**src/sfd_map.svh**
```systemverilog
// Offsets, field positions, reset values and table contents
`ifndef SFD_MAP_SVH
`define SFD_MAP_SVH

// ------------------------------------------------------------
// Register offsets
// ------------------------------------------------------------
`define SFD_REG_CTRL      8'h00
`define SFD_REG_STAT      8'h04
`define SFD_REG_ADDR      8'h08
`define SFD_REG_BYTES     8'h0C
`define SFD_REG_ACCESS    8'h10
`define SFD_REG_LAST      8'h14

// ------------------------------------------------------------
// Field positions and reset values
// ------------------------------------------------------------
`define SFD_CTRL_EN_BIT   0
`define SFD_CTRL_CLR_BIT  1
`define SFD_CTRL_EN_RST   1'b1
`define SFD_LAST_RST      8'hFF
`define SFD_DUMMY_LSB     0
`define SFD_MODE_LSB      5
`define SFD_ROM_AW        7

// ------------------------------------------------------------
// Table contents
// ------------------------------------------------------------
// Maker code value is arbitrary
`define SFD_MAKER_ID_DFLT 8'hA5
`define SFD_SIGNATURE     32'h50444653
`define SFD_HDR_MINOR     8'h00
`define SFD_HDR_MAJOR     8'h01
`define SFD_NPH           8'h00
`define SFD_ERASED        8'hFF
`define SFD_PH_ID         8'h00
`define SFD_PH_MINOR      8'h00
`define SFD_PH_MAJOR      8'h01
`define SFD_PH_LEN        8'h09
`define SFD_VH_MINOR      8'h00
`define SFD_VH_MAJOR      8'h01
`define SFD_VH_LEN        8'h09
`define SFD_BPT_PTR       24'h000030
`define SFD_VPT_PTR       24'h000060
`define SFD_ERASE_INFO    8'hFF
`define SFD_ERASE_4K_OP   8'h20
`define SFD_FR114_INFO    8'hB8
`define SFD_DENSITY       32'h07FFFFFF
`define SFD_FR144_DUMMY   5'h04
`define SFD_FR144_MODE    3'h2
`define SFD_FR144_OP      8'hEB
`define SFD_FR122_DUMMY   5'h04
`define SFD_FR122_MODE    3'h0
`define SFD_FR122_OP      8'hBB
`define SFD_FR_NONE       8'h00
`define SFD_FRALL_INFO    8'hEE

`endif

```
**src/sfd_pkg.sv**
```systemverilog
// Types shared by the parameter table design
`default_nettype none
package sfd_pkg;

  typedef enum logic [1:0] {
    SFD_IDLE   = 2'b00,
    SFD_WAIT   = 2'b01,
    SFD_STREAM = 2'b11
  } sfd_state_type;

  typedef struct packed {
    logic        addrValid;
    logic [23:0] addr;
    logic        byteReq;
  } sfd_req_type;

  typedef struct packed {
    logic       byteValid;
    logic [7:0] byteData;
  } sfd_rsp_type;

endpackage : sfd_pkg
`default_nettype wire

```
**src/sfd_parameter_rom.sv**
```systemverilog
// Discoverable parameter table reader with APB control and status
// Notes on behaviour
// - Bytes 00h-03h give signature LSB first; 04h reads 00h, 05h 01h.
// - Byte 06h reads 00h for one parameter header; 07h reads FFh.
// - Header: id 00h, minor 00h, major 01h, length 09h doublewords.
// - Bytes 0Ch-0Eh point to basic table at 000030h; 0Fh reads FFh.
// - Byte 10h maker code; 14h-16h point to 000060h; 17h reads FFh.
// - Byte 30h reads FFh: no 4 KB erase, coarse write granularity.
// - Byte 31h reads 20h, the 4 KB sector erase opcode.
// - Byte 32h reads B8h; byte 33h reads FFh.
// - Bytes 34h-37h give density 07FFFFFFh, low byte first.
// - Descriptor: dummy count in bits 4:0, mode bits in 7:5.
// - Byte 38h descriptor 44h, byte 39h opcode EBh.
// - Byte 3Ah descriptor 00h, byte 3Bh opcode FFh.
// - Byte 3Ch descriptor 00h, byte 3Dh opcode FFh.
// - Byte 3Eh descriptor 04h, byte 3Fh opcode BBh.
// - Byte 40h reads EEh with dual and quad support flags.
// - Bytes 41h-45h, 48h-49h read FFh; 46h 00h, 47h FFh.
//
// Register access over APB and the register offsets were chosen for this implementation.
`default_nettype none
`include "sfd_map.svh"
module sfd_parameter_rom #(
  parameter logic [7:0] MAKER_ID = `SFD_MAKER_ID_DFLT
) (
  input  wire logic                mclk,
  input  wire logic                rst,
  input  wire logic                psel,
  input  wire logic                penable,
  input  wire logic                pwrite,
  input  wire logic [7:0]          paddr,
  input  wire logic [31:0]         pwdata,
  output logic      [31:0]         prdata,
  output logic                     pready,
  output logic                     pslverr,
  input  wire logic                ceN,
  input  wire sfd_pkg::sfd_req_type hostReq,
  output sfd_pkg::sfd_rsp_type     hostRsp
);

  // ------------------------------------------------------------
  // Declarations
  // ------------------------------------------------------------
  sfd_pkg::sfd_state_type state_q;
  sfd_pkg::sfd_state_type state_d;
  logic [23:0] addr_q;
  logic [23:0] addr_d;
  logic [23:0] reqAddr_q;
  logic [23:0] reqAddr_d;
  logic        valid_q;
  logic        valid_d;
  logic        rdEn;
  logic        addrTake;
  logic [7:0]  romData;
  logic [15:0] byteCnt_q;
  logic [15:0] byteCnt_d;
  logic [15:0] accCnt_q;
  logic [15:0] accCnt_d;
  logic [7:0]  lastByte_q;
  logic [7:0]  lastByte_d;
  logic        enable_q;
  logic        enable_d;
  logic [31:0] prdata_q;
  logic [31:0] prdata_d;
  logic        slvErr_q;
  logic        slvErr_d;
  logic        apbSetup;
  logic        apbWrite;
  logic        ctrlWrite;
  logic        clrPulse;

  // ------------------------------------------------------------
  // Table storage
  // ------------------------------------------------------------
  sfd_rom_mem #(
    .MAKER_ID (MAKER_ID)
  ) u_rom (
    .mclk   (mclk),
    .rst    (rst),
    .rdEn   (rdEn),
    .rdAddr (addr_q),
    .rdData (romData)
  );

  // ------------------------------------------------------------
  // Access sequencer
  // ------------------------------------------------------------
  always_comb begin
    state_d   = state_q;
    addr_d    = addr_q;
    reqAddr_d = reqAddr_q;
    valid_d   = 1'b0;
    rdEn      = 1'b0;
    addrTake  = 1'b0;
    unique case (state_q)
      sfd_pkg::SFD_IDLE,
      sfd_pkg::SFD_WAIT: begin
        if (ceN) begin
          state_d = sfd_pkg::SFD_IDLE;
        end else if (enable_q || state_q == sfd_pkg::SFD_WAIT) begin
          state_d = sfd_pkg::SFD_WAIT;
          if (hostReq.addrValid) begin
            addrTake = 1'b1;
            addr_d   = hostReq.addr;
            state_d  = sfd_pkg::SFD_STREAM;
          end
        end
      end
      sfd_pkg::SFD_STREAM: begin
        if (ceN) begin
          state_d = sfd_pkg::SFD_IDLE;
        end else if (hostReq.byteReq) begin
          rdEn      = 1'b1;
          valid_d   = 1'b1;
          reqAddr_d = addr_q;
          addr_d    = addr_q + 24'h000001;
        end
      end
    endcase
  end

  always_ff @(posedge mclk or posedge rst) begin
    if (rst) begin
      state_q   <= sfd_pkg::SFD_IDLE;
      addr_q    <= 24'h000000;
      reqAddr_q <= 24'h000000;
      valid_q   <= 1'b0;
    end else begin
      state_q   <= state_d;
      addr_q    <= addr_d;
      reqAddr_q <= reqAddr_d;
      valid_q   <= valid_d;
    end
  end

  assign hostRsp = '{byteValid: valid_q, byteData: romData};

  // ------------------------------------------------------------
  // Activity counters
  // ------------------------------------------------------------
  always_comb begin
    byteCnt_d  = clrPulse ? 16'h0000 : byteCnt_q;
    accCnt_d   = clrPulse ? 16'h0000 : accCnt_q;
    lastByte_d = lastByte_q;
    if (addrTake) begin
      byteCnt_d = 16'h0000;
      accCnt_d  = accCnt_d + 16'h0001;
    end
    if (rdEn) begin
      byteCnt_d = byteCnt_d + 16'h0001;
    end
    if (valid_q) begin
      lastByte_d = romData;
    end
  end

  always_ff @(posedge mclk or posedge rst) begin
    if (rst) begin
      byteCnt_q  <= 16'h0000;
      accCnt_q   <= 16'h0000;
      lastByte_q <= `SFD_LAST_RST;
    end else begin
      byteCnt_q  <= byteCnt_d;
      accCnt_q   <= accCnt_d;
      lastByte_q <= lastByte_d;
    end
  end

  // ------------------------------------------------------------
  // APB slave
  // ------------------------------------------------------------
  assign apbSetup  = psel && !penable;
  assign apbWrite  = psel && penable && pwrite;
  assign ctrlWrite = apbWrite && paddr == `SFD_REG_CTRL;
  assign clrPulse  = ctrlWrite && pwdata[`SFD_CTRL_CLR_BIT];

  always_comb begin
    enable_d = enable_q;
    prdata_d = prdata_q;
    slvErr_d = slvErr_q;
    if (ctrlWrite) begin
      enable_d = pwdata[`SFD_CTRL_EN_BIT];
    end
    if (apbSetup) begin
      slvErr_d = 1'b0;
      if (!pwrite) begin
        prdata_d = 32'h00000000;
      end
      unique case (paddr)
        `SFD_REG_CTRL: begin
          if (!pwrite) begin
            prdata_d[`SFD_CTRL_EN_BIT] = enable_q;
          end
        end
        `SFD_REG_STAT: begin
          if (!pwrite) begin
            prdata_d[2:0] = {state_q, !ceN};
          end
        end
        `SFD_REG_ADDR: begin
          if (!pwrite) begin
            prdata_d[23:0] = addr_q;
          end
        end
        `SFD_REG_BYTES: begin
          if (!pwrite) begin
            prdata_d[15:0] = byteCnt_q;
          end
        end
        `SFD_REG_ACCESS: begin
          if (!pwrite) begin
            prdata_d[15:0] = accCnt_q;
          end
        end
        `SFD_REG_LAST: begin
          if (!pwrite) begin
            prdata_d[7:0] = lastByte_q;
          end
        end
        default: begin
          slvErr_d = 1'b1;
        end
      endcase
    end
  end

  always_ff @(posedge mclk or posedge rst) begin
    if (rst) begin
      enable_q <= `SFD_CTRL_EN_RST;
      prdata_q <= 32'h00000000;
      slvErr_q <= 1'b0;
    end else begin
      enable_q <= enable_d;
      prdata_q <= prdata_d;
      slvErr_q <= slvErr_d;
    end
  end

  assign prdata  = prdata_q;
  assign pready  = 1'b1;
  assign pslverr = slvErr_q && psel && penable;

  // ------------------------------------------------------------
  // Checks
  // ------------------------------------------------------------
  sigOrder_a: assert property (
    @(posedge mclk) disable iff (rst)
    valid_q && reqAddr_q[23:2] == 22'h0 |->
      romData == 8'(`SFD_SIGNATURE >> {reqAddr_q[1:0], 3'b000}))
    else $error("signature byte wrong");

  hdrCount_a: assert property (
    @(posedge mclk) disable iff (rst)
    valid_q && reqAddr_q == 24'h000006 |-> romData == `SFD_NPH)
    else $error("header count byte wrong");

  hdrLength_a: assert property (
    @(posedge mclk) disable iff (rst)
    valid_q && reqAddr_q == 24'h00000B |-> romData == `SFD_PH_LEN)
    else $error("table length byte wrong");

  tablePtr_a: assert property (
    @(posedge mclk) disable iff (rst)
    valid_q && reqAddr_q == 24'h00000C |->
      romData == 8'(`SFD_BPT_PTR))
    else $error("basic table pointer wrong");

  vendorPtr_a: assert property (
    @(posedge mclk) disable iff (rst)
    valid_q && reqAddr_q == 24'h000014 |->
      romData == 8'(`SFD_VPT_PTR))
    else $error("vendor pointer wrong");

  eraseInfo_a: assert property (
    @(posedge mclk) disable iff (rst)
    valid_q && reqAddr_q == 24'h000030 |-> romData[1:0] == 2'b11)
    else $error("erase field wrong");

  eraseOp_a: assert property (
    @(posedge mclk) disable iff (rst)
    valid_q && reqAddr_q == 24'h000031 |->
      romData == `SFD_ERASE_4K_OP)
    else $error("erase opcode wrong");

  densityTop_a: assert property (
    @(posedge mclk) disable iff (rst)
    valid_q && reqAddr_q == 24'h000037 |->
      romData == `SFD_DENSITY >> 24)
    else $error("density top byte wrong");

  descFields_a: assert property (
    @(posedge mclk) disable iff (rst)
    valid_q && reqAddr_q == 24'h000038 |->
      romData[4:`SFD_DUMMY_LSB] == `SFD_FR144_DUMMY &&
      romData[7:`SFD_MODE_LSB] == `SFD_FR144_MODE)
    else $error("descriptor fields wrong");

  quadOp_a: assert property (
    @(posedge mclk) disable iff (rst)
    valid_q && reqAddr_q == 24'h000039 |-> romData == `SFD_FR144_OP)
    else $error("quad opcode wrong");

  dualOp_a: assert property (
    @(posedge mclk) disable iff (rst)
    valid_q && reqAddr_q == 24'h00003F |-> romData == `SFD_FR122_OP)
    else $error("dual opcode wrong");

  allFlags_a: assert property (
    @(posedge mclk) disable iff (rst)
    valid_q && reqAddr_q == 24'h000040 |->
      romData == `SFD_FRALL_INFO)
    else $error("all-mode flags wrong");

  noSupport_a: assert property (
    @(posedge mclk) disable iff (rst)
    valid_q && reqAddr_q inside {24'h00003A, 24'h00003C, 24'h000046}
      |-> romData == `SFD_FR_NONE)
    else $error("unsupported descriptor wrong");

  erasedFill_a: assert property (
    @(posedge mclk) disable iff (rst)
    valid_q && (reqAddr_q inside {[24'h000018 : 24'h00002F]} ||
      reqAddr_q[23:7] != 17'h0) |-> romData == `SFD_ERASED)
    else $error("unlisted byte not erased");

  streamStep_a: assert property (
    @(posedge mclk) disable iff (rst)
    state_q == sfd_pkg::SFD_STREAM && !ceN && hostReq.byteReq |=>
      valid_q && reqAddr_q == $past(addr_q) &&
      addr_q == $past(addr_q) + 24'h000001)
    else $error("stream step wrong");

  ceEnd_a: assert property (
    @(posedge mclk) disable iff (rst)
    ceN |=> state_q == sfd_pkg::SFD_IDLE ##1 !valid_q)
    else $error("access did not end");

endmodule : sfd_parameter_rom
`default_nettype wire

```
**src/sfd_rom_mem.sv**
```systemverilog
// Parameter table storage with registered read data
`default_nettype none
`include "sfd_map.svh"
module sfd_rom_mem #(
  parameter logic [7:0] MAKER_ID = `SFD_MAKER_ID_DFLT
) (
  input  wire logic        mclk,
  input  wire logic        rst,
  input  wire logic        rdEn,
  input  wire logic [23:0] rdAddr,
  output logic      [7:0]  rdData
);

  localparam int          Depth = 1 << `SFD_ROM_AW;
  localparam logic [31:0] Sig   = `SFD_SIGNATURE;
  localparam logic [23:0] Bpt   = `SFD_BPT_PTR;
  localparam logic [23:0] Vpt   = `SFD_VPT_PTR;
  localparam logic [31:0] Dens  = `SFD_DENSITY;

  logic [7:0] romArr [Depth];
  logic [7:0] rdData_q;
  logic [7:0] rdData_d;

  function automatic logic [7:0] fastDesc(
    input logic [2:0] modeBits,
    input logic [4:0] dummy
  );
    fastDesc = {modeBits, dummy};
  endfunction : fastDesc

  function automatic logic [7:0] romByte(input logic [6:0] a);
    unique case (a)
      7'h00: romByte = Sig[7:0];
      7'h01: romByte = Sig[15:8];
      7'h02: romByte = Sig[23:16];
      7'h03: romByte = Sig[31:24];
      7'h04: romByte = `SFD_HDR_MINOR;
      7'h05: romByte = `SFD_HDR_MAJOR;
      7'h06: romByte = `SFD_NPH;
      7'h08: romByte = `SFD_PH_ID;
      7'h09: romByte = `SFD_PH_MINOR;
      7'h0A: romByte = `SFD_PH_MAJOR;
      7'h0B: romByte = `SFD_PH_LEN;
      7'h0C: romByte = Bpt[7:0];
      7'h0D: romByte = Bpt[15:8];
      7'h0E: romByte = Bpt[23:16];
      7'h10: romByte = MAKER_ID;
      7'h11: romByte = `SFD_VH_MINOR;
      7'h12: romByte = `SFD_VH_MAJOR;
      7'h13: romByte = `SFD_VH_LEN;
      7'h14: romByte = Vpt[7:0];
      7'h15: romByte = Vpt[15:8];
      7'h16: romByte = Vpt[23:16];
      7'h30: romByte = `SFD_ERASE_INFO;
      7'h31: romByte = `SFD_ERASE_4K_OP;
      7'h32: romByte = `SFD_FR114_INFO;
      7'h34: romByte = Dens[7:0];
      7'h35: romByte = Dens[15:8];
      7'h36: romByte = Dens[23:16];
      7'h37: romByte = Dens[31:24];
      7'h38: romByte = fastDesc(`SFD_FR144_MODE, `SFD_FR144_DUMMY);
      7'h39: romByte = `SFD_FR144_OP;
      7'h3A: romByte = `SFD_FR_NONE;
      7'h3C: romByte = `SFD_FR_NONE;
      7'h3E: romByte = fastDesc(`SFD_FR122_MODE, `SFD_FR122_DUMMY);
      7'h3F: romByte = `SFD_FR122_OP;
      7'h40: romByte = `SFD_FRALL_INFO;
      7'h46: romByte = `SFD_FR_NONE;
      default: romByte = `SFD_ERASED;
    endcase
  endfunction : romByte

  for (genvar i = 0; i < Depth; i++) begin : g_rom
    assign romArr[i] = romByte(7'(i));
  end

  always_comb begin
    rdData_d = rdData_q;
    if (rdEn) begin
      if (rdAddr[23:`SFD_ROM_AW] == '0) begin
        rdData_d = romArr[rdAddr[6:0]];
      end else begin
        rdData_d = `SFD_ERASED;
      end
    end
  end

  always_ff @(posedge mclk or posedge rst) begin
    if (rst) begin
      rdData_q <= `SFD_ERASED;
    end else begin
      rdData_q <= rdData_d;
    end
  end

  assign rdData = rdData_q;

endmodule : sfd_rom_mem
`default_nettype wire
```
**config.mk**
```make
export PLATFORM = sky130hd
export DESIGN_NAME = sfd_parameter_rom
export DESIGN_NICKNAME = d
export VERILOG_FILES = /design/src/sfd_pkg.sv /design/src/sfd_parameter_rom.sv /design/src/sfd_rom_mem.sv
export VERILOG_INCLUDE_DIRS = /design/src
export SDC_FILE = /design/constraint.sdc
export NUM_CORES = 1
export LEC_CHECK = 0
export BUFFER_PORTS_ARGS = -buffer_cell sky130_fd_sc_hd__buf_2
export CAP_MARGIN = 30
export CORE_AREA = 2 2 107 120
export CTS_BUF_LIST = sky130_fd_sc_hd__clkbuf_2
export DETAILED_ROUTE_END_ITERATION = 12
export DIE_AREA = 0 0 109 122
export GPL_ROUTABILITY_DRIVEN = 0
export PLACE_DENSITY = 0.74
export SLEW_MARGIN = 20
export SYNTH_ARGS = -nofsm -noshare
export SYNTH_HDL_FRONTEND = slang
export SYNTH_HIERARCHICAL = 1
export SYNTH_SLANG_ARGS = --single-unit
```
**constraint.sdc**
```tcl
create_clock -name mclk -period 3.2 [get_ports mclk]
set_clock_uncertainty 0.2 [all_clocks]
set_input_delay 0.64 -clock mclk [delete_from_list [all_inputs] [get_ports mclk]]
set_output_delay 0.64 -clock mclk [all_outputs]
set_load 0.01 [all_outputs]
```
### Word level (Yosys, flattened, before mapping)

Memories as Yosys holds them, arrays and structs flattened.
Index checks and enable logic that the tools add are counted.

| cells by class | value |
|---|---|
| $add $sub $neg | 3 |
| magnitude comparators | 1 |
| eq/ne operators | 14 |
| multiplexer cells | 39 |
| bitwise operators | 1 |
| reductions and logical operators | 17 |

Operators by type and width:

| cell | count |
|---|---|
| two-way mux 24 bit | 7 |
| two-way mux 16 bit | 7 |
| one-hot mux 24 bit (2 select lines) | 1 |
| two-way mux 8 bit | 5 |
| adder 16 x 1 -> 16 bit (second input constant) | 2 |
| adder 24 x 1 -> 24 bit (second input constant) | 1 |
| one-hot mux 8 bit (3 select lines) | 1 |
| one-hot mux 5 bit (4 select lines) | 1 |
| zero test 17 bit | 1 |
| == test 8 x 4 -> 1 bit (second input constant) | 2 |
| == test 8 x 5 -> 1 bit (second input constant) | 2 |
| != test 2 bit (second input constant) | 6 |
| one-hot mux 2 bit (5 select lines) | 1 |
| two-way mux 1 bit | 9 |
| == test 8 x 3 -> 1 bit (second input constant) | 1 |
| >= comparator 8 bit (second input constant) | 1 |
| zero test 8 bit | 1 |
| two-way mux 2 bit | 4 |
| NOT 7 -> 8 bit | 1 |
| logical AND 1 bit | 7 |
| one-hot mux 1 bit (6 select lines) | 1 |
| OR reduction 6 bit | 1 |
| AND reduction 5 bit | 1 |
| one-hot mux 2 bit (2 select lines) | 1 |
| 9 further kinds | 10 |

| word-level totals | value |
|---|---|
| bits in registers | 101 |
| ROM bits | 1024 |
| input port bits | 72 |
| memories | 1 |

Memories:

| memory | words | bits a word | rd ports | clocked after Yosys merged registers in | wr ports | RTL line | text |
|---|---|---|---|---|---|---|---|
| (no name shown) | 128 | 8 | 1 | 0 | 0 | sfd_rom_mem.sv:81 | `rdData_d = romArr[rdAddr[6:0]];` |

### Depth between registers and ports, before layout

Gate-level depths: netlist of run 1.

| depth | value |
|---|---|
| depth in word-level cells | 8 |
| depth in mapped cells | 11 |

### Hierarchy

Netlist of run 1, hierarchy kept.

Modules (own cells, without submodules):

| module | instances | cells each | area an instance (µm²) | sequential area each (µm²) |
|---|---|---|---|---|
| sfd_parameter_rom | 1 | 535 | 5048.6 | 2338.5 |
| sfd_rom_mem | 1 | 107 | 885.8 | 210.2 |

### Worst setup path before layout of run 1

No wires, ideal clock.

| path | value |
|---|---|
| path kind | in2reg |
| from | in paddr[2] |
| to | reg byteCnt_q[8] |
| library setup time | 0.121 ns |
| data arrival time | 2.742 ns |
| slack | 0.137 ns |
| stages | 11 |
| path buffers | 2 |
| cells stage by stage | buf_6 or4_4 nor4_4 nor2_2 and2_1 ha_1 and3_1 clkbuf_1 and3_1 xnor2_1 nor2_1 |

| on the way | value |
|---|---|
| longest elaborated chain between the ends | 7 |

RTL lines:

| what | RTL line | text |
|---|---|---|
| start: declaration | sfd_parameter_rom.sv:31 | `input wire logic [7:0] paddr,` |
| zero test 8 bit * | -- |  |
| logical AND 1 bit (no source line) * | -- |  |
| logical AND 1 bit * | sfd_parameter_rom.sv:175 | `` assign clrPulse = ctrlWrite && pwdata[`SFD_CTRL_CLR_BIT]; `` |
| two-way mux 16 bit * | sfd_parameter_rom.sv:142 | `byteCnt_d = clrPulse ? 16'h0000 : byteCnt_q;` |
| two-way mux 16 bit * | sfd_parameter_rom.sv:145 | `if (addrTake) begin` |
| adder 16 x 1 -> 16 bit | sfd_parameter_rom.sv:150 | `byteCnt_d = byteCnt_d + 16'h0001;` |
| two-way mux 16 bit * | sfd_parameter_rom.sv:149 | `if (rdEn) begin` |
| via byteCnt_d[8] | sfd_parameter_rom.sv:56 | `logic [15:0] byteCnt_d;` |
| end signal: assignment | sfd_parameter_rom.sv:163 | `byteCnt_q <= byteCnt_d;` |
| end: declaration | sfd_parameter_rom.sv:55 | `logic [15:0] byteCnt_q;` |

The timed path passes the listed nets; every way through them passes the cells marked *.
A chain may end at the register's enable or synchronous reset.

### Worst setup path after layout of run 1

| path | value |
|---|---|
| from | reg state_q[0] |
| to | reg byteCnt_q[8] |

| on the way | value |
|---|---|
| longest elaborated chain between the ends | 8 |
| elaborated cells between the ends (all ways) | 12 |
| those cells by class | add/sub: 1; eq/ne: 2; mux: 6; reduce/logical: 3 |

RTL lines:

| what | RTL line | text |
|---|---|---|
| start: declaration | sfd_parameter_rom.sv:44 | `sfd_pkg::sfd_state_type state_q;` |
| start signal: assignment | sfd_parameter_rom.sv:124 | `state_q <= sfd_pkg::SFD_IDLE;` |
| start signal: assignment | sfd_parameter_rom.sv:129 | `state_q <= state_d;` |
| == test 2 x 1 -> 1 bit | sfd_parameter_rom.sv:95, sfd_parameter_rom.sv:100 |  |
| logical OR 1 bit | sfd_parameter_rom.sv:100 | `end else if (enable_q \|\| state_q == sfd_pkg::SFD_WAIT) begin` |
| two-way mux 1 bit | sfd_parameter_rom.sv:100 |  |
| two-way mux 1 bit | sfd_parameter_rom.sv:98 | `if (ceN) begin` |
| two-way mux 1 bit | sfd_parameter_rom.sv:95 | `unique case (state_q)` |
| two-way mux 16 bit | sfd_parameter_rom.sv:145 |  |
| adder 16 x 1 -> 16 bit | sfd_parameter_rom.sv:150 |  |
| two-way mux 16 bit * | sfd_parameter_rom.sv:149 |  |
| via byteCnt_d[8] | sfd_parameter_rom.sv:56 |  |

Marks and branches as above.

==> run summary, run 1 <==
Outcome: completed
Worst rel slew slack: 53.7%
Number of buffers created by CTS: 9
Most numerous cell in the Yosys netlist: dfrtp_1
Post-detailed-route via-to-cell ratio: 5.94
Fillers: 1099
Final slew viol count: 0
Core area: 0.0122 mm²
HP Class: in -> reg
Post-synth top area share: 35.4%
Ys Warns: 6
Share of flip-flops with an asynchronous set or reset: 100%
Syn_area_per_cell: 9.24 µm²
Total power: 3.36 mW
Worst Max-Slew Pin Slew: 695 ps
Post-CTS Resized: 0
Max Root-Sink Buffers: 2
# diodes: 0
Worst setup path start: state_q[0]$_DFFE_PP0P_
Clock slew at reported path FFs: 280 ps
Endpoints failing setup: 0
DP HPWL: 10600 µm
DRT antenna net count: 0
DRC violations left: 0
Placed Instance Area: 0.00644 mm²
Pre-CTS setup slack: 49.4 ps
Seq/Total Area, Yosys: 42.9%
Synth top cells by count: 84 x dfrtp_1, 69 x nor2_1, 52 x nand2_1
Leak Pwr: 3.03 nW
Clk_lat worst skew: 610 ps
# clock sinks: 101
Main synth FF type: dfrtp_1
Share of cells above drive strength 1: 22.0%
Fin. Hold Viols: 0
Setup WS post-layout: 509 ps
Min Tclk post-route: 2690 ps
Clock root buffer: clkbuf_2
Power Density: 513 mW/mm²
Area of the multi-input gates: 0.00310 mm²
CTS tree: done
Peak Freq: 372 MHz
Synthesized area: 0.00593 mm²
Vias: 5150
Starting density of the core: 48.6%
Largest net degree at the start of global routing: 94
Wirelength per Cell: 16.8 µm
Row count: 43
Unrepaired setup endpoints after global routing: no
Vias in the first global route: 4711
Register Area: 0.00255 mm²
Top post-synthesis cells by area: dfrtp_1 35%, dfstp_2 7.5%, mux2i_1 4.7%
WS Path Type: reg -> reg
R2R Path Start: state_q[0]$_DFFE_PP0P_
Post-synthesis cell count: 642
Width of the die: 109 µm
Yosys top cell by area: dfrtp_1
Synth-to-Final Area Change: 10.2%
Initial DRC Count: 363
Max VDD drop: 0.000233 V
Wirelength, routed: 14600 µm
H-tree lvl count: 3
Setup tns final: 0 ps
Yosys cell types: 70
Post-synth EDFFs: 0
First-pass GRT wire length: 23600 µm
Top Ports: 115
Min Hold Slack: 35.1 ps
Total Routing Usage GR: 22.6%
IO Port Bufs: 75
Global route overflow: 0
Crit path capture type: flop
Die area: 0.0133 mm²
Initial antenna violation count: 0
Router iterations before antenna repair: 6
Critical Path RT: 3540 ps
Crit path arrival time: 3030 ps
Die height: 122 µm
Crit path launch type: flop
Max_cap viols: 0
Finished layout cell area: 0.00654 mm²
NumNets Final: 787
Critical path peak fanout: 8
Hold_sp: pwdata[0]
#FFs+latches synth: 101
Tcrit/Tclk final: 84.1%
[report_power, final]
part           internal [mW]  switching, mW
Sequential              1.43          0.262
Combinational          0.468          0.635
Clock                  0.107          0.449
Total                   2.01           1.35
[final cells by class]
type / count / share of cell area [%]
repair buffers: 95 / 8.26
clock inverters: 7 / 0.727
inverters: 17 / 1.03
well taps: 157 / 3.00
clock buffers: 9 / 0.689
flip-flops and latches: 101 / 39.0
multi-input cells: 481 / 47.3
[state kept, by name (all words and copies together), names as in the netlist, named ones only]
| name | flops |
|---|---|
| u_rom/rdData | 8 |
| lastByte_q | 8 |
| slvErr_q | 1 |
| valid_q | 1 |
| state_q | 2 |
| enable_q | 1 |
| prdata | 16 |
| accCnt_q | 16 |
| addr_q | 24 |
| byteCnt_q | 16 |
[per-layer routing]
layer | routed length (µm) | global-route usage (%) | vias to the layer above
met4 | 386 | 8.49 | 0
met5 | 0 | 0 | -
li1 | - | - | 2433
met3 | 793 | 2.68 | 33
met1 | 6400 | 31.1 | 2485
met2 | 7030 | 36.6 | 199
[kinds of logic (layout without fill, tap and decap cells)]
kind of cell / after synthesis / in the layout / share of synthesized area (%)
mux: 43 / 43 / 7.95
compound gates: 154 / 154 / 16.8
flops: 101 / 101 / 42.9
fa+ha+maj: 10 / 10 / 2.11
other cells: 2 / 9 / 0.127
buf+inv: 67 / 128 / 5.33
simple gates: 235 / 235 / 20.3
xor+xnor: 30 / 30 / 4.43
[worst max-delay path, cell delays in order, from the launching register on]
cell and delay [ps]:
dfrtp_1 530, o21ai_0 520, nor3_2 160, nor2_2 180, and2_1 180, ha_1 200
and3_1 280, and3_1 200, xnor2_1 110, nor2_1 50
[cell usage in the layout (no fill, tap or decap), types with 15 or more instances in the layout]
cell | netlist | routed
nand3_1 | 22 | 22
a21oi_1 | 46 | 46
nand2_1 | 52 | 52
o21ai_0 | 34 | 34
nor2_1 | 69 | 69
dfstp_2 | 17 | 17
buf_2 | 9 | 75
inv_1 | 17 | 16
mux2i_1 | 28 | 28
xor2_1 | 27 | 27
dfrtp_1 | 84 | 84
nand4_1 | 17 | 17
buf_4 | 10 | 18
a22o_1 | 15 | 15
[path summary, 6_finish.rpt]
check                                             to  slack (ps)  cells after the start
min in group asynchronous     state_q[0]$_DFFE_PP0P_         450                      4
min                             enable_q$_DFFE_PP1N_          40                      2
min reg2reg                    prdata[8]$_DFFE_PP0P_         320                      2
max                           byteCnt_q[8]$_DFF_PP0_         510                      9
max reg2reg                   byteCnt_q[8]$_DFF_PP0_         510                      9
max in group asynchronous  lastByte_q[6]$_DFFE_PP1P_        1920                      4
[stage by stage]
| stage | util, % | instances |
|---|---|---|
| final | 53.6 | 867 |
| after global placement | 52.7 | 850 |
| after CTS | 53.6 | 867 |
| after detailed placement | 52.7 | 850 |
| after floorplan | - | 649 |
| after global routing | 53.6 | 867 |
[timing repair]
| action | 4_1_cts | 5_1_grt |
|---|---|---|
| hold buffers | 1 | 0 |
| hold endpoints to repair | 92 | 0 |
| setup buffers | 0 | 0 |
No activity file was read; power rests on OpenSTA's default activity.
==> inputs of run 2 (changes only) <==
PLACE_DENSITY = 0.71   (was 0.74)
clock period = 2.8 ns   (was 3.2 ns; I/O delays follow)
==> run summary, run 2 (synthesis results as in run 1) <==
Outcome: completed
Area of the multi-input gates: 0.00312 mm² (+0.65%)
Final slew viol count: 0 (unchanged)
Clock root buffer: clkbuf_2
Vias in the first global route: 4955 (+5.2%)
WS Path Type: reg -> reg
Critical Path RT: 3140 ps (-400 ps)
Fillers: 1095 (-0.36%)
Wirelength per Cell: 16.6 µm (-1.3%)
Min Hold Slack: 57.4 ps (+22.3 ps)
Crit path capture type: flop
Number of buffers created by CTS: 9 (unchanged)
Clock power share: 17.6% (+1.0 points)
HP Class: in -> reg
Fin. Hold Viols: 0 (unchanged)
H-tree lvl count: 3 (unchanged)
Starting density of the core: 48.6% (unchanged)
Gate power share: 33.1% (+0.2 points)
First-pass GRT wire length: 24300 µm (+2.7%)
Clk_lat worst skew: 590 ps (-20 ps)
Width of the die: 109 µm (unchanged)
Psw: 1.52 mW (+13%)
Crit path launch type: flop
Global route overflow: 0 (unchanged)
DRC violations left: 0 (unchanged)
Endpoints failing setup: 0 (unchanged)
Commonest non-fill, non-tap cell in the layout: dfrtp_1
DRT antenna net count: 0 (unchanged)
Post-CTS Resized: 0 (unchanged)
Register Area: 0.00255 mm² (unchanged)
Register share of total power: 49.3% (-1.2 points)
Setup tns final: 0 ps (unchanged)
Max reg flops: 24 (unchanged)
Router iterations before antenna repair: 5 (-1)
Share of cells above drive strength 1: 23.7% (+1.7 points)
Initial DRC Count: 396 (+9.1%)
IO Port Bufs: 75 (unchanged)
Core area: 0.0122 mm² (unchanged)
Internal power: 2.40 mW (+20%)
Max VDD drop: 0.000350 V (+50%)
Post-detailed-route via-to-cell ratio: 5.82 (-2.1%)
Crit path arrival time: 2920 ps (-110 ps)
Tcrit/Tclk final: 92.1% (+8.0 points)
Initial antenna violation count: 1 (+1)
# clock sinks: 101 (unchanged)
Largest Register: addr_q
NumNets Final: 808 (+2.7%)
Max Root-Sink Buffers: 2 (unchanged)
DP HPWL: 10700 µm (+0.95%)
Critical path peak fanout: 10 (+2)
CTS tree: done
Top Ports: 115 (unchanged)
Leak Pwr: 3.13 nW (+3.1%)
Commonest cells after routing, fill and taps aside: 84 x dfrtp_1, 76 x buf_2, 69 x nor2_1
Max_cap viols: 0 (unchanged)
Power Density: 580 mW/mm² (+13%)
Die height: 122 µm (unchanged)
Worst rel slew slack: 55.3% (+1.6 points)
Clock slew at reported path FFs: 270 ps (about the same)
Total Routing Usage GR: 23.1% (+0.52 points)
Min Tclk post-route: 2580 ps (-111 ps)
Vias: 5170 (+0.39%)
Sw frac: 38.7% (-1.4 points)
Worst Max-Slew Pin Slew: 669 ps (-25.8 ps)
Synth-to-Final Area Change: 14.0%
Wirelength, routed: 14800 µm (+1.2%)
Largest net degree at the start of global routing: 94 (unchanged)
Row count: 43 (unchanged)
Peak Freq: 388 MHz (+4.3%)
Die area: 0.0133 mm² (unchanged)
Unrepaired setup endpoints after global routing: no
[run 2: cell types whose count changed in the layout (fill, tap and decap cells not counted), sizes merged]
| cell | delta |
|---|---|
| bufinv | +1 |
| diode | +1 |
| buf | +16 |
| clkinvlp | +2 |
| inv | -3 |
| dlygate4sd3 | +5 |
[run 2: through the flow]
step                worst slack (ps)  std cells  utilization [%]  area (µm²)  total power, mW
floorplan                      -87.9        649                -        5990             2.81
global placement                -179        865             53.9        6580             3.15
detailed placement              -214        866             53.9        6590             3.22
CTS                              237        888             55.4        6760             3.91
global route                    54.3        889             55.4        6760             4.17
finish                           220        889             55.4        6760             3.92
[run 2: critical path, stage by stage, from the launching register on]
cell      delay (ps)
dfrtp_1          630
inv_1            200
ha_1             420
mux4_2           480
a2111o_1         460
a21oi_2          140
[run 2: timing repair]
action | in CTS | in global routing
setup buffers | 0 | 0
endpoints found under the hold margin | 97 | 0
hold buffers | 6 | 0
[run 2: area by class of cell]
type	count	share of cell area, %
diodes	1	0.0370
clock buffers	9	0.666
clock inverters	7	0.981
inverters	17	0.999
multi-input cells	481	46.1
flip-flops and latches	101	37.7
well taps	157	2.90
repair buffers	116	10.7
[run 2: path summary, 6_finish.rpt]
kind                                        startpoint                     endpoint  slack (ps)  cells after the start
worst max-delay path             addr_q[1]$_DFFE_PP0P_  u_rom/rdData[6]$_DFFE_PP1P_         220                      5
worst min-delay path                        hostReq[7]        addr_q[6]$_DFFE_PP0P_          60                      3
worst max register to register   addr_q[1]$_DFFE_PP0P_  u_rom/rdData[6]$_DFFE_PP1P_         220                      5
worst min register to register  prdata[15]$_DFFE_PP0P_       prdata[15]$_DFFE_PP0P_         310                      2
max in group asynchronous                          rst      byteCnt_q[12]$_DFF_PP0_        1600                      4
min in group asynchronous                          rst            valid_q$_DFF_PP0_         400                      4
[run 2: per-layer routing]
| metal | routed length [µm] | GRT usage, % |
|---|---|---|
| met1 | 6340 | 30.7 |
| met2 | 7360 | 38.3 |
| met3 | 786 | 3.75 |
| met4 | 293 | 7.93 |
| met5 | 0 | 0 |
[run 2: power by group through the flow]
stage / clock, mW / sequential [mW] / combinational (mW)
after detailed placement: 0 / 1.95 / 1.27
after CTS: 0.707 / 1.92 / 1.28
after global routing: 0.770 / 1.97 / 1.43
after global placement: 0 / 1.94 / 1.21
after floorplan: 0 / 1.89 / 0.923
final: 0.689 / 1.93 / 1.30
==> inputs of run 3 (changes only) <==
RECOVER_POWER = 25   (was default)
==> run summary, run 3 (synthesis results as in run 1) <==
Outcome: completed
H-tree lvl count: 3 (unchanged)
Final cell count without fillers: 889 (unchanged)
Placed Cells: 866 (unchanged)
Buffers & Inverters on Critical Path: 1 (unchanged)
Wirelength, routed: 14800 µm (+0.25%)
Top Ports: 115 (unchanged)
Router iterations before antenna repair: 6 (+1)
Area of the multi-input gates: 0.00312 mm² (unchanged)
Total power: 3.92 mW (about the same)
HP Class: in -> reg
DRT antenna net count: 0 (unchanged)
Commonest cells after routing, fill and taps aside: 84 x dfrtp_1, 75 x buf_2, 69 x nor2_1
Delay-heaviest family, CP: flip-flops
Largest net degree at the start of global routing: 94 (unchanged)
DRC violations left: 0 (unchanged)
Commonest non-fill, non-tap cell in the layout: dfrtp_1
Max VDD drop: 0.000349 V (about the same)
Largest Register: addr_q
Post-detailed-route via-to-cell ratio: 5.84 (+0.41%)
Synth-to-Final Area Change: 13.7%
Core area: 0.0122 mm² (unchanged)
Die area: 0.0133 mm² (unchanged)
Worst Max-Slew Pin Slew: 1270 ps (+600 ps)
Tcrit/Tclk final: 92.8% (+0.63 points)
Share of cells above drive strength 1: 23.4% (-0.27 points)
Critical path peak fanout: 10 (unchanged)
Min Tclk post-route: 2600 ps (+17.6 ps)
Finished layout cell area: 0.00675 mm² (-0.26%)
Vias in the first global route: 4955 (unchanged)
Starting density of the core: 48.6% (unchanged)
Crit path capture type: flop
Cell Chain, Critical Path: inv_1, ha_1, mux4_2, a2111o_1, a21oi_2
Clock root buffer: clkbuf_2
Initial DRC Count: 389 (-1.8%)
Max_cap viols: 0 (unchanged)
IO Port Bufs: 75 (unchanged)
Placed Instance Area: 0.00659 mm² (unchanged)
WS Path Type: reg -> reg
Initial antenna violation count: 1 (unchanged)
Total Routing Usage GR: 23.1% (unchanged)
Wirelength per Cell: 16.7 µm (+0.25%)
Critical Path RT: 3140 ps (about the same)
Unrepaired setup endpoints after global routing: no
Final slew viol count: 0 (unchanged)
First-pass GRT wire length: 24300 µm (unchanged)
CP max-delay cell: dfrtp_1
Crit path arrival time: 2940 ps (+20 ps)
Vias: 5191 (+0.41%)
Width of the die: 109 µm (unchanged)
# clock sinks: 101 (unchanged)
Fillers: 1099 (+0.37%)
Fin. Hold Viols: 0 (unchanged)
Endpoints failing setup: 0 (unchanged)
Power Density: 582 mW/mm² (+0.36%)
Row count: 43 (unchanged)
Worst rel slew slack: 15.4% (-40 points)
DP HPWL: 10700 µm (unchanged)
Leak Pwr: 3.12 nW (-0.34%)
Clk_lat worst skew: 590 ps (about the same)
Max reg flops: 24 (unchanged)
Crit path launch type: flop
CTS tree: done
CP peak stage delay: 630 ps (about the same)
Max Root-Sink Buffers: 2 (unchanged)
R2R Setup Slk: 200 ps (-20 ps)
NumNets Final: 808 (unchanged)
Number of buffers created by CTS: 9 (unchanged)
Setup Fix Bufs, Post-CTS: 0 (unchanged)
Global route overflow: 0 (unchanged)
Peak Freq: 385 MHz (-0.68%)
Clock slew at reported path FFs: 280 ps (about the same)
Die height: 122 µm (unchanged)
Register Area: 0.00255 mm² (unchanged)
==> run 3: changes by cell type in the layout (fill, tap and decap cells not counted) <==
| cell | before | now |
|---|---|---|
| buf_12 | 2 | 1 |
| buf_2 | 76 | 75 |
| clkbuf_4 | 0 | 1 |
| buf_4 | 32 | 31 |
| clkbuf_1 | 0 | 2 |
==> run 3: metrics by stage <==
| stage | hold slack (ps) | worst slack [ps] | utilization [%] | TNS, ps |
|---|---|---|---|---|
| CTS | 20.4 | 237 | 55.4 | 0 |
| global route | 28.5 | 54.3 | 55.2 | 0 |
| global placement | 261 | -179 | 53.9 | -948 |
| finish | 42.4 | 203 | 55.2 | 0 |
| detailed placement | 266 | -214 | 53.9 | -1550 |
| floorplan | 242 | -87.9 | - | -87.9 |
==> run 3: worst paths after layout <==
kind,from,to,depth (start not counted)
worst max register to register,addr_q[1]$_DFFE_PP0P_,u_rom/rdData[6]$_DFFE_PP1P_,5
worst min-delay path,hostReq[7],addr_q[6]$_DFFE_PP0P_,3
min in group asynchronous,rst,u_rom/rdData[1]$_DFFE_PP1P_,3
worst min register to register,prdata[15]$_DFFE_PP0P_,prdata[15]$_DFFE_PP0P_,2
worst max-delay path,addr_q[1]$_DFFE_PP0P_,u_rom/rdData[6]$_DFFE_PP1P_,5
max in group asynchronous,rst,accCnt_q[9]$_DFF_PP0_,4
==> run 3: repair_timing <==
action	4_1_cts	5_1_grt
resized for setup	0	0
setup endpoints to repair	0	0
hold endpoints to repair	97	0
hold buffers	6	0
==> run 3: worst reg2reg max path, stage by stage (launching register included) <==
cell and delay [ps]:
dfrtp_1 630, inv_1 210, ha_1 430, mux4_2 480
a2111o_1 460, a21oi_2 140
==> run 3: per-layer routing <==
layer,vias to the layer above,GRT usage [%],part of all wire [%]
met4,0,7.93,2.0
met1,2526,30.7,43
li1,2465,-,-
met2,178,38.3,50
met3,22,3.75,5.5
met5,-,0,0
==> run 3: report_power, final <==
part	switching (mW)	total (mW)	internal (mW)	leakage, nW
Combinational	0.735	1.30	0.563	1.76
Sequential	0.295	1.93	1.64	1.29
Clock	0.492	0.691	0.199	0.0630
Total	1.52	3.92	2.40	3.12
==> run 3: layout make-up <==
| class | instances | share of cell area, % |
|---|---|---|
| diodes | 1 | 0.0371 |
| clock buffers | 9 | 0.668 |
| clock inverters | 7 | 0.983 |
| inverters | 17 | 1.00 |
| multi-input cells | 481 | 46.2 |
| flip-flops and latches | 101 | 37.8 |
| well taps | 157 | 2.91 |
| repair buffers | 116 | 10.4 |
